$ cat config.mk
export PLATFORM = sky130hd
export DESIGN_NAME = adcc_calib_avg
export DESIGN_NICKNAME = d
export VERILOG_FILES = /design/src/logic/adcc_pkg.sv /design/src/logic/adcc_calib_avg.sv
export SDC_FILE = /design/constraint.sdc
export NUM_CORES = 2
export LEC_CHECK = 0
export ABC_AREA = 0
export BUFFER_PORTS_ARGS = -buffer_cell sky130_fd_sc_hd__buf_2
export CAP_MARGIN = 30
export CELL_PAD_IN_SITES_DETAIL_PLACEMENT = 0
export CELL_PAD_IN_SITES_GLOBAL_PLACEMENT = 2
export CORE_UTILIZATION = 38
export CTS_CLUSTER_SIZE = 16
export DETAILED_ROUTE_END_ITERATION = 6
export PLACE_DENSITY = 0.81
export SLEW_MARGIN = 10
export SYNTH_ARGS = -nofsm -noshare
export SYNTH_HDL_FRONTEND = slang
export SYNTH_SLANG_ARGS = --single-unit
$ cat constraint.sdc
create_clock -name mclk -period 15.5 [get_ports mclk]
set_input_delay 1.55 -clock mclk [delete_from_list [all_inputs] [get_ports mclk]]
set_output_delay 1.55 -clock mclk [all_outputs]
set_load 0.01 [all_outputs]
$ cat src/logic/adcc_pkg.sv
// Constants, register map and types for the calibration/averaging control
// How it works
// - Start bit launches calibration, self-clears when done
// - Starting calibration aborts any running conversion
// - Trigger select, control/offset/gain/claim register write, stop fail calibration
// - Fail flag clears only by writing one
// - Continuous enable repeats conversions or averaged sets
// - Mean enable switches averaging on or off
// - Mean count selects four, eight, sixteen, thirty-two
// - Subtract left-justified signed offset from each conversion
// - Corrected result clamps to the mode limits
// - Plus gain scales plus input or whole conversion
// - Minus gain corrects minus input, differential only
// - Calibration end loads seven plus-side trim values
// - Calibration end loads seven minus-side trim values
// - First claim register: channels 0 to 7
// - Second claim register: channels 8 to 15
// - Claim bit one removes port control of pin
// - Claimed pin: output off, input zero, pullup off
package adcc_pkg;

  // Word indices; byte address is four times the index
  localparam logic [4:0] REG_CTRL    = 5'h00;
  localparam logic [4:0] REG_OFS_HI  = 5'h01;
  localparam logic [4:0] REG_OFS_LO  = 5'h02;
  localparam logic [4:0] REG_PG_HI   = 5'h03;
  localparam logic [4:0] REG_PG_LO   = 5'h04;
  localparam logic [4:0] REG_MG_HI   = 5'h05;
  localparam logic [4:0] REG_MG_LO   = 5'h06;
  localparam logic [4:0] REG_CLAIM_1 = 5'h07;
  localparam logic [4:0] REG_CLAIM_2 = 5'h08;
  localparam logic [4:0] REG_CFG     = 5'h09;
  localparam logic [4:0] REG_STAT    = 5'h0a;
  localparam logic [4:0] REG_MASK    = 5'h0b;
  localparam logic [4:0] REG_RESULT  = 5'h0c;
  localparam logic [4:0] REG_TRIMP_L = 5'h0d;
  localparam logic [4:0] REG_TRIMP_H = 5'h0e;
  localparam logic [4:0] REG_TRIMM_L = 5'h0f;
  localparam logic [4:0] REG_TRIMM_H = 5'h10;

  // Control register fields
  localparam int CTRL_CAL_BIT  = 7;
  localparam int CTRL_SELFTRIM_FAIL_FLAG_BIT = 6;
  localparam int CTRL_CONTINUOUS_RUN_ENABLE_BIT = 3;
  localparam int CTRL_MEAN_ENABLE_BIT = 2;
  localparam int CTRL_MEAN_COUNT_SELECT_LSB = 0;
  // Configuration register fields
  localparam int CFG_TRG_BIT   = 0;
  localparam int CFG_DIFF_BIT  = 1;
  localparam int CFG_START_BIT = 2;
  // Interrupt status and mask fields
  localparam int IRQ_READY   = 0;
  localparam int IRQ_CALDONE = 1;
  localparam int IRQ_CALFAIL = 2;

  // Reset values
  localparam logic [15:0] GAIN_RESET  = 16'h8000;
  localparam logic [15:0] OFS_RESET   = 16'h0000;
  localparam logic [15:0] CLAIM_RESET = 16'h0000;

  // Timing
  localparam int CLK_PERIOD_PS = 5000;
  localparam int CAL_TIME_NS   = 5000;
  localparam int CAL_CYCLES    = (CAL_TIME_NS * 1000) / CLK_PERIOD_PS;
  localparam int CAL_CNT_W     = 11;

  typedef enum logic [1:0] {
    ST_IDLE = 2'b00,
    ST_CONV = 2'b01,
    ST_CAL  = 2'b10
  } adcc_state_t;

endpackage

$ cat src/logic/adcc_calib_avg.sv
// Calibration, continuous conversion and averaging control with Avalon slave
//
// Local design decisions: the Avalon-MM slave port and the register offsets.
`timescale 1ns/100ps
module adcc_calib_avg (
  input  wire logic        mclk,
  input  wire logic        reset_n,
  input  wire logic        ce,
  input  wire logic [4:0]  avs_address,
  input  wire logic        avs_read,
  input  wire logic        avs_write,
  input  wire logic [31:0] avs_writedata,
  input  wire logic [3:0]  avs_byteenable,
  output logic      [31:0] avs_readdata,
  output logic             avs_waitrequest,
  input  wire logic        convDone,
  input  wire logic [15:0] rawPlus,
  input  wire logic [15:0] rawMinus,
  input  wire logic [5:0]  calCodePlus,
  input  wire logic [5:0]  calCodeMinus,
  input  wire logic        hwTrigger,
  input  wire logic        stopMode,
  output logic             convStart,
  output logic             convAbort,
  output logic             calBusy,
  output logic             irq,
  input  wire logic [15:0] portOe,
  input  wire logic [15:0] portPullEn,
  input  wire logic [15:0] padIn,
  output logic      [15:0] padOe,
  output logic      [15:0] padPullEn,
  output logic      [15:0] portIn,
  output logic      [15:0] pinClaim
);
  import adcc_pkg::*;

  typedef struct packed {
    adcc_state_t          st;
    logic [CAL_CNT_W-1:0] calCnt;
    logic                 selftrim_fail_flag;
    logic                 continuous_run_enable;
    logic                 mean_enable;
    logic [1:0]           mean_count_select;
    logic                 trgSel;
    logic                 diffMode;
    logic [15:0]          ofs;
    logic [15:0]          pg;
    logic [15:0]          mg;
    logic [15:0]          claim;
    logic [51:0]          trimP;
    logic [51:0]          trimM;
    logic [2:0]           irqStat;
    logic [2:0]           irqMask;
    logic [15:0]          result;
    logic [21:0]          acc;
    logic [5:0]           avgCnt;
    logic                 convStart;
    logic                 convAbort;
    logic                 hw1;
    logic                 hw2;
    logic                 hw3;
    logic                 stop1;
    logic                 stop2;
    logic [15:0]          pad1;
    logic [15:0]          pad2;
    logic [15:0]          portIn;
    logic [15:0]          padOe;
    logic [15:0]          padPull;
    logic                 ack;
    logic [31:0]          rdata;
  } adcc_regs_t;

  adcc_regs_t s_q;
  adcc_regs_t s_d;

  // Gain, offset and clamp for one conversion
  function automatic logic [15:0] correct(
    input logic [15:0] p,
    input logic [15:0] m,
    input logic [15:0] pgain,
    input logic [15:0] mgain,
    input logic [15:0] ofs,
    input logic        diff
  );
    logic [31:0]        pp;
    logic [31:0]        mm;
    logic signed [18:0] v;
    pp = p * pgain;
    mm = m * mgain;
    if (diff) begin
      v = (signed'({2'b00, pp[31:15]}) - signed'({2'b00, mm[31:15]})) >>> 1;
    end else begin
      v = signed'({2'b00, pp[31:15]});
    end
    v = v - signed'({{3{ofs[15]}}, ofs});
    if (diff) begin
      if (v > 19'sh07fff) begin
        correct = 16'h7fff;
      end else if (v < -19'sh08000) begin
        correct = 16'h8000;
      end else begin
        correct = v[15:0];
      end
    end else begin
      if (v > 19'sh0ffff) begin
        correct = 16'hffff;
      end else if (v < 19'sh00000) begin
        correct = 16'h0000;
      end else begin
        correct = v[15:0];
      end
    end
  endfunction

  // Seven trim values of widths 6,7,8,9,10,6,6 from one code
  function automatic logic [51:0] packTrim(input logic [5:0] c);
    packTrim = {c, c, c, 4'h0, c, 3'h0, c, 2'h0, c, 1'b0, c};
  endfunction

  // Last index of an averaged set
  function automatic logic [5:0] avgLast(input logic [1:0] sel);
    unique case (sel)
      2'b00: avgLast = 6'h03;
      2'b01: avgLast = 6'h07;
      2'b10: avgLast = 6'h0f;
      2'b11: avgLast = 6'h1f;
    endcase
  endfunction

  logic        accept;
  logic        wrEn;
  logic        wrCtrl;
  logic        wrCfg;
  logic        wrStat;
  logic        calReq;
  logic        swStart;
  logic        hwStart;
  logic        calFailNow;
  logic        calEnd;
  logic [15:0] sample;
  logic [21:0] accNext;
  logic [21:0] avgOut;
  logic [2:0]  evt;
  logic [31:0] rd;

  assign accept  = (avs_read | avs_write) & s_q.ack;
  assign wrEn    = avs_write & s_q.ack & avs_byteenable[0];
  assign wrCtrl  = wrEn & (avs_address == REG_CTRL);
  assign wrCfg   = wrEn & (avs_address == REG_CFG);
  assign wrStat  = wrEn & (avs_address == REG_STAT);
  assign calReq  = wrCtrl & avs_writedata[CTRL_CAL_BIT] & (s_q.st != ST_CAL);
  assign swStart = wrCfg & avs_writedata[CFG_START_BIT]
                 & ~avs_writedata[CFG_TRG_BIT];
  assign hwStart = s_q.trgSel & s_q.hw2 & ~s_q.hw3;
  // Any write to the control, offset, gain or claim registers while trimming spoils the result
  assign calFailNow = (s_q.st == ST_CAL) & (s_q.trgSel | s_q.stop2
                    | (wrEn & (avs_address <= REG_CLAIM_2)));
  assign calEnd  = (s_q.st == ST_CAL)
                 & (s_q.calCnt == CAL_CNT_W'(CAL_CYCLES - 1));
  assign sample  = correct(rawPlus, rawMinus, s_q.pg, s_q.mg, s_q.ofs,
                           s_q.diffMode);
  assign accNext = s_q.acc + (s_q.diffMode ? {{6{sample[15]}}, sample}
                                           : {6'h00, sample});
  // Shift widened: a two-bit sum would wrap for sets of sixteen and thirty-two
  assign avgOut  = signed'(accNext) >>> ({1'b0, s_q.mean_count_select} + 3'd2);

  always_comb begin
    rd = 32'h0;
    unique case (avs_address)
      REG_CTRL:    rd[7:0] = {s_q.st == ST_CAL, s_q.selftrim_fail_flag, 2'b00, s_q.continuous_run_enable,
                              s_q.mean_enable, s_q.mean_count_select};
      REG_OFS_HI:  rd[7:0] = s_q.ofs[15:8];
      REG_OFS_LO:  rd[7:0] = s_q.ofs[7:0];
      REG_PG_HI:   rd[7:0] = s_q.pg[15:8];
      REG_PG_LO:   rd[7:0] = s_q.pg[7:0];
      REG_MG_HI:   rd[7:0] = s_q.mg[15:8];
      REG_MG_LO:   rd[7:0] = s_q.mg[7:0];
      REG_CLAIM_1: rd[7:0] = s_q.claim[7:0];
      REG_CLAIM_2: rd[7:0] = s_q.claim[15:8];
      REG_CFG:     rd[7:0] = {6'h00, s_q.diffMode, s_q.trgSel};
      REG_STAT:    rd[2:0] = s_q.irqStat;
      REG_MASK:    rd[2:0] = s_q.irqMask;
      REG_RESULT:  rd[15:0] = s_q.result;
      REG_TRIMP_L: rd[29:0] = s_q.trimP[29:0];
      REG_TRIMP_H: rd[21:0] = s_q.trimP[51:30];
      REG_TRIMM_L: rd[29:0] = s_q.trimM[29:0];
      REG_TRIMM_H: rd[21:0] = s_q.trimM[51:30];
      default:     rd = 32'h0;
    endcase
  end

  always_comb begin
    s_d = s_q;
    evt = 3'b000;
    s_d.convStart = 1'b0;
    s_d.convAbort = 1'b0;
    // One wait state: read data is captured before waitrequest drops
    s_d.ack   = (avs_read | avs_write) & ~s_q.ack;
    s_d.rdata = (avs_read & ~s_q.ack) ? rd : s_q.rdata;
    s_d.hw1   = hwTrigger;
    s_d.hw2   = s_q.hw1;
    s_d.hw3   = s_q.hw2;
    s_d.stop1 = stopMode;
    s_d.stop2 = s_q.stop1;
    s_d.pad1  = padIn;
    s_d.pad2  = s_q.pad1;
    s_d.portIn  = s_q.pad2 & ~s_q.claim;
    s_d.padOe   = portOe & ~s_q.claim;
    s_d.padPull = portPullEn & ~s_q.claim;
    if (wrEn) begin
      unique case (avs_address)
        REG_CTRL: begin
          s_d.continuous_run_enable = avs_writedata[CTRL_CONTINUOUS_RUN_ENABLE_BIT];
          s_d.mean_enable = avs_writedata[CTRL_MEAN_ENABLE_BIT];
          s_d.mean_count_select = avs_writedata[CTRL_MEAN_COUNT_SELECT_LSB +: 2];
        end
        REG_OFS_HI:  s_d.ofs[15:8]    = avs_writedata[7:0];
        REG_OFS_LO:  s_d.ofs[7:0]     = avs_writedata[7:0];
        REG_PG_HI:   s_d.pg[15:8]     = avs_writedata[7:0];
        REG_PG_LO:   s_d.pg[7:0]      = avs_writedata[7:0];
        REG_MG_HI:   s_d.mg[15:8]     = avs_writedata[7:0];
        REG_MG_LO:   s_d.mg[7:0]      = avs_writedata[7:0];
        REG_CLAIM_1: s_d.claim[7:0]   = avs_writedata[7:0];
        REG_CLAIM_2: s_d.claim[15:8]  = avs_writedata[7:0];
        REG_CFG: begin
          s_d.trgSel   = avs_writedata[CFG_TRG_BIT];
          s_d.diffMode = avs_writedata[CFG_DIFF_BIT];
        end
        REG_MASK:    s_d.irqMask = avs_writedata[2:0];
        default:     s_d.irqMask = s_q.irqMask;
      endcase
    end
    unique case (s_q.st)
      ST_IDLE: begin
        if (swStart | hwStart) begin
          s_d.st = ST_CONV;
          s_d.convStart = 1'b1;
          s_d.acc = 22'h0;
          s_d.avgCnt = 6'h00;
        end
      end
      ST_CONV: begin
        if (convDone) begin
          if (!s_q.mean_enable) begin
            s_d.result = sample;
            evt[IRQ_READY] = 1'b1;
            s_d.convStart = s_q.continuous_run_enable;
            s_d.st = s_q.continuous_run_enable ? ST_CONV : ST_IDLE;
          end else if (s_q.avgCnt == avgLast(s_q.mean_count_select)) begin
            s_d.result = avgOut[15:0];
            evt[IRQ_READY] = 1'b1;
            s_d.acc = 22'h0;
            s_d.avgCnt = 6'h00;
            s_d.convStart = s_q.continuous_run_enable;
            s_d.st = s_q.continuous_run_enable ? ST_CONV : ST_IDLE;
          end else begin
            s_d.acc = accNext;
            s_d.avgCnt = s_q.avgCnt + 6'h01;
            s_d.convStart = 1'b1;
          end
        end
      end
      ST_CAL: begin
        s_d.calCnt = s_q.calCnt + CAL_CNT_W'(1);
        // A failure ends the sequence at once; trims keep old values
        if (calFailNow) begin
          s_d.st = ST_IDLE;
          evt[IRQ_CALFAIL] = 1'b1;
        end else if (calEnd) begin
          s_d.st = ST_IDLE;
          s_d.trimP = packTrim(calCodePlus);
          s_d.trimM = packTrim(calCodeMinus);
          evt[IRQ_CALDONE] = 1'b1;
        end
      end
      default: s_d.st = ST_IDLE;
    endcase
    if (calReq) begin
      s_d.convAbort = (s_q.st == ST_CONV);
      s_d.convStart = 1'b0;
      s_d.st = ST_CAL;
      s_d.calCnt = '0;
    end
    // Set wins over a clear in the same cycle
    s_d.selftrim_fail_flag = (s_q.selftrim_fail_flag & ~(wrCtrl & avs_writedata[CTRL_SELFTRIM_FAIL_FLAG_BIT]))
             | evt[IRQ_CALFAIL];
    s_d.irqStat = (s_q.irqStat & ~(wrStat ? avs_writedata[2:0] : 3'b000))
                | evt;
  end

  always_ff @(posedge mclk) begin
    if (!reset_n) begin
      s_q       <= '0;
      s_q.pg    <= GAIN_RESET;
      s_q.mg    <= GAIN_RESET;
      s_q.ofs   <= OFS_RESET;
      s_q.claim <= CLAIM_RESET;
    end else if (ce) begin
      s_q <= s_d;
    end
  end

  assign avs_waitrequest = (avs_read | avs_write) & ~s_q.ack;
  assign avs_readdata    = s_q.rdata;
  assign convStart       = s_q.convStart;
  assign convAbort       = s_q.convAbort;
  assign calBusy         = (s_q.st == ST_CAL);
  assign irq             = |(s_q.irqStat & s_q.irqMask);
  assign padOe           = s_q.padOe;
  assign padPullEn       = s_q.padPull;
  assign portIn          = s_q.portIn;
  assign pinClaim        = s_q.claim;
endmodule

* After elaboration in Yosys (flattened, before gate mapping)
Index checks and enable logic that the tools add are counted.
Storage, ports and cells: flip-flop bits (word level) 336, output and inout bits 101, word-level logic and storage cells 186
Operators by class: shift operators 1, bitwise logic cells 36, reduce and logical (&&, ||, !) cells 23, $mul 2, equality and inequality tests 32, add/subtract/negate cells 6, order comparisons 5, mux-type cells 44
Operator list (count):
- two-way mux 16 bit | 7
- two-way mux 29 bit | 3
- one-hot mux 5 bit (14 select lines) | 1
- multiplier 16 x 16 -> 32 bit | 2
- one-hot mux 29 bit (2 select lines) | 1
- bitwise AND 16 bit | 3
- one-hot mux 6 bit (4 select lines) | 2
- one-hot mux 3 bit (15 select lines) | 1
- equality test 5 x 4 -> 1 bit (second input constant) | 8
- one-hot mux 8 bit (5 select lines) | 1
- AND reduction 3 bit | 11
- two-way mux 28 bit | 1
- adder 22 bit | 1
- two-way mux 22 bit | 1
- >>> shifter 22 x 3 -> 16 bit | 1
- equality test 5 x 3 -> 1 bit (second input constant) | 4
- > comparator 19 x 16 -> 1 bit (second input constant) | 1
- > comparator 19 x 17 -> 1 bit (second input constant) | 1
- < comparator 19 x 1 -> 1 bit (second input constant) | 1
- < comparator 19 x 16 -> 1 bit (second input constant) | 1
- two-way mux 19 bit | 1
- subtractor 19 x 16 -> 19 bit | 1
- bitwise AND 1 bit | 18
- two-way mux 6 bit | 3
- 37 further kinds | 74

* Logic depth before layout (Yosys ltp)
word-level depth 15, mapped depth 57, mapped depth without buffers 55

* Worst setup path after synthesis
OpenSTA, ideal clock, no wires.
path kind input to register, start input port rawMinus[10], end register s_q[160] in the netlist's numbering, setup time 0.133 ns, setup slack 2.100 ns, cell stages on the path 52, arrival 13.268 ns, required time 15.367 ns, cells stage by stage clkbuf_1 nand2_1 fa_1 fa_1 fa_1 fa_1 inv_1 fa_1 inv_1 fa_1 inv_1 ha_1 a21o_1 a21oi_1 o211a_1 o211a_1 nor2b_1 o21ai_0 [... 16 more ...] nand3b_1 or3_1 a31oi_2 a31oi_2 clkbuf_1 a21oi_1 ha_1 a21o_1 a21oi_1 o21ai_0 a2111oi_2 o31ai_1 a21oi_2 mux2i_1 xnor2_1 mux4_2 a21oi_1 a21oi_1
Between the ends: cells in the longest elaborated chain, start to end 13, elaborated cells between the ends (all ways) 18, classes of those cells 3 x add/sub; 1 x mul; 4 x order compare; 1 x shift; 9 x mux
Ends and longest elaborated chain:
- start: declaration | RTL line adcc_calib_avg.sv:18 | input wire logic [15:0] rawMinus,
- multiplier 16 x 16 -> 32 bit (*) | RTL line adcc_calib_avg.sv:89 | mm = m * mgain;
- subtractor 17 x 17 -> 18 bit (*) | RTL line adcc_calib_avg.sv:91 | v = (signed'({2'b00, pp[31:15]}) - signed'({2'b00, mm[31:15]})) >>> 1;
- two-way mux 19 bit (*) | RTL line adcc_calib_avg.sv:90 | if (diff) begin
- subtractor 19 x 16 -> 19 bit (*) | RTL line adcc_calib_avg.sv:95 | v = v - signed'({{3{ofs[15]}}, ofs});
- < comparator 19 x 1 -> 1 bit / < comparator 19 x 16 -> 1 bit (equally long branches) | RTL line adcc_calib_avg.sv:107, adcc_calib_avg.sv:99
- two-way mux 16 bit, on equally long branches | RTL line adcc_calib_avg.sv:107, adcc_calib_avg.sv:99
- two-way mux 16 bit, on equally long branches | RTL line adcc_calib_avg.sv:105, adcc_calib_avg.sv:97
- two-way mux 16 bit (*) | RTL line adcc_calib_avg.sv:96 | if (diff) begin
- two-way mux 22 bit | RTL line adcc_calib_avg.sv:162 | assign accNext = s_q.acc + (s_q.diffMode ? {{6{sample[15]}}, sample}
- adder 22 bit | RTL line adcc_calib_avg.sv:162
- >>> shifter 22 x 3 -> 16 bit | RTL line adcc_calib_avg.sv:165 | assign avgOut = signed'(accNext) >>> ({1'b0, s_q.mean_count_select} + 3'd2);
- two-way mux 16 bit | RTL line adcc_calib_avg.sv:249 | end else if (s_q.avgCnt == avgLast(s_q.mean_count_select)) begin
- two-way mux 16 bit (*) | RTL line adcc_calib_avg.sv:244 | if (!s_q.mean_enable) begin
- end: declaration | RTL line adcc_calib_avg.sv:73 | adcc_regs_t s_q;
Mark *: on every way between the ends. The rest lies on a longest branch, timed or not. The select of a mux whose other input is x is not followed. A chain may end at the register's enable or synchronous reset.

* Worst setup path in the final report
start input port rawMinus[7], end register s_q[160] in the netlist's numbering
The elaborated chain is that of the path after synthesis.

==> impl_metrics.toml <==
[global_routing]
grt_pass1_wl_um = 143500
antenna_found_initial = 6
busiest_layer = "met2"
grt.total_usage_pct = 22.17
gr-usage-met3_pct = 2.797
first_global_vias = 25098
grtUsageMet1_pct = 29.39
grt_overflow = 0
use_met2_pct = 38.24
grt_max_degree = 80

[place]
gp_congestion = 0.8327
portBuffers = 210
hpwlAfterDp_um = 70390

[timing]
max_slew_margin_pct = 29.36
worst_pin_slew_ps = 1058
hold_viol = 0
rsz0062_at_grt = "false"
setup_viol = 0
maxSlewViolCount = 0
period_share_pct = 92.19
finalSetupTns_ps = 0
fin_worst_skew_ps = 11.51
fmax_mhz = 69.98
fin_crit_ps = 14290

[floorplanning]
ios = 242
start_util_pct = 38.51
coreArea_sq_mm = 0.08068
die_area_sq_mm = 0.08290
die_x_um = 287.9
die_height_um = 287.9
rows = 104

[hold_path]
hold_path.class = "flip-flop to flip-flop"

[routing]
first_pass_iters = 7
drc = 2
drtAntennaViolNets = 0
vias = 24907
drt_iter0_drc = 1499
wl_um = 91260
via_per_inst = 5.182
wl_per_cell_um = 18.99

[final_layout]
layout_commonest_cell = "inv_1"
layout_common_cells = "510 x inv_1, 482 x nand2_1, 389 x fa_1, 267 x a21oi_1, 261 x dfxtp_1"
drive_above_1_share_pct = 9.450
syn2layout_area_growth_pct = 7.475
final_nets = 4514
diodes = 0
fin_util_pct = 41.38

[logic_synthesis]
synth_edf_count = 0
avgSynthCellArea_sq_um = 8.380
synth_warnings = 0
synth_top_family_by_area = "adder cells"
ys_types = 94
synthAdderAreaFrac_pct = 35.34
synth_seq_cells = 261
yosys.area_share.simple_pct = 19.09
syn_area_sq_mm = 0.03107
synthXorXnorAreaFrac_pct = 2.497
synth_compound_area_share_pct = 12.32
async_reset_ff_share_pct = 0
synth-main-ff-cell = "dfxtp_1"
muxShareOfSynthArea_pct = 3.218
synth-seq-area-share_pct = 16.82
synth_cells = 3707

[setup_path]
crit_path_start_kind = "input port"
crit_type = "input port to flip-flop"
cpMaxStageDelayCell = "fa_1"
crit_fanout = 16
cp_slowest_stage_delay_ps = 570
cp_data_arrival_time_ps = 14740
worst_setup_path_end_kind = "flip-flop"
worst-endpoint-required_ps = 15950

[clock_tree]
cts_buffers = 27
path_clk_slew_ps = 70
htreeDepth = 1
cts-root-buf = "clkbuf_16"
cts_tree = "built"
ctsLongestPathBuffers = 3
cts-hold-fix-buffers = 0
clock_latency_ps = 570
clkSinkCount = 261

[status]
status = "complete, but fails checks"
violations = "DRC"

[job]
max-cap-violations = 0

[power_and_ir_drop]
irDropWorstVdd_v = 0.00007628
power.density_mw_per_mm2 = 48.49
p_leak_uw = 0.01559
==> critical path: cells and delay by family <==
family	cells	cell delay (ps)
compound gates	20	4650
fa+ha+maj	10	4390
simple gates	12	1850
mux	2	830
buf+inv	7	730
xor+xnor	4	710
==> area by class of cell <==
type                            count  area [sq um]
Fill cell                        8414         47290
Multi-Input combinational cell   2662         22560
Sequential cell                   261          5225
Inverter                          512          1927
Timing Repair Buffer              265          1524
Tap cell                         1060          1326
Clock buffer                       34         732.0
Clock inverter                     12         98.84
==> Yosys cell counts (17+ instances only) <==
cell / n / share of area (%)
a21o_1: 40 / 0.97
a21oi_1: 267 / 4.3
a22oi_1: 62 / 1.5
and2_1: 250 / 5.0
and3_1: 17 / 0.34
buf_4: 97 / 2.3
clkbuf_1: 164 / 2.0
dfxtp_1: 261 / 17
fa_1: 389 / 25
ha_1: 255 / 10
inv_1: 510 / 6.2
mux2i_1: 83 / 2.7
nand2_1: 482 / 5.8
nand2b_1: 25 / 0.50
nand3_1: 69 / 1.1
nand3b_1: 22 / 0.53
nand4_1: 19 / 0.38
nor2_1: 237 / 2.9
nor2b_1: 39 / 0.79
nor3_1: 33 / 0.53
o21a_1: 23 / 0.56
o21ai_0: 57 / 0.92
xnor2_1: 48 / 1.4
xor2_1: 33 / 0.93
==> worst paths after layout <==
kind	start	to	slack [ps]	cells past startpoint
worst min register to register	avs_readdata[24]$_SDFFE_PN0P_	avs_readdata[24]$_SDFFE_PN0P_	460	2
worst min-delay path	avs_readdata[24]$_SDFFE_PN0P_	avs_readdata[24]$_SDFFE_PN0P_	460	2
worst max register to register	s_q[307]$_SDFFE_PN0P_	s_q[160]$_SDFFE_PN0P_	1630	51
worst max-delay path	rawMinus[7]	s_q[160]$_SDFFE_PN0P_	1210	55
==> report_power, final <==
part	switching, uW	leakage, uW	total, uW	internal, uW
clock network	292	0.000414	643	350
registers	5.32	0.00211	686	681
logic	186	0.0131	291	105
==> registers in the layout, summed over array words and instances (netlist names) <==
signal,count
s_d,19
avs_readdata,28
s_q,148
padOe,16
convAbort,1
pinClaim,16
portIn,16
convStart,1
padPullEn,16
==> kinds of logic (layout without fill, tap and decap cells) <==
| kind of cell | after synthesis | after routing |
|---|---|---|
| simple gates | 1240 | 1240 |
| other cells | 1 | 4 |
| flops | 261 | 261 |
| buf+inv | 787 | 823 |
| mux | 94 | 94 |
| fa+ha+maj | 644 | 644 |
| compound gates | 596 | 596 |
| xor+xnor | 84 | 84 |
==> layer usage <==
metal / wire length (um) / share of wire, % / vias up
li1: - / - / 11930
met1: 40180 / 44 / 12338
met2: 44670 / 49 / 512
met3: 4428 / 4.9 / 115
met4: 1916 / 2.1 / 12
met5: 66 / 0.072 / -
==> per-stage QoR <==
stage	hold slack (ps)	power, uW	std cells	setup WS, ps	cell area (sq um)
floorplan	436.0	896.7	3710	2100	31080
global placement	446.7	990.9	4752	663.0	32430
detailed placement	446.3	990.4	4756	637.8	32500
CTS	460.5	1634	4802	1177	33330
global route	482.7	1689	4806	44.46	33390
finish	462.0	1619	4806	1211	33390
==> repair_timing <==
| action | 4_1_cts | 5_1_grt |
|---|---|---|
| resized for setup | 0 | 1 |
| buffers inserted | 0 | 0 |
| setup endpoints to repair | 0 | 1 |
Power figures use the tool's default switching activity.
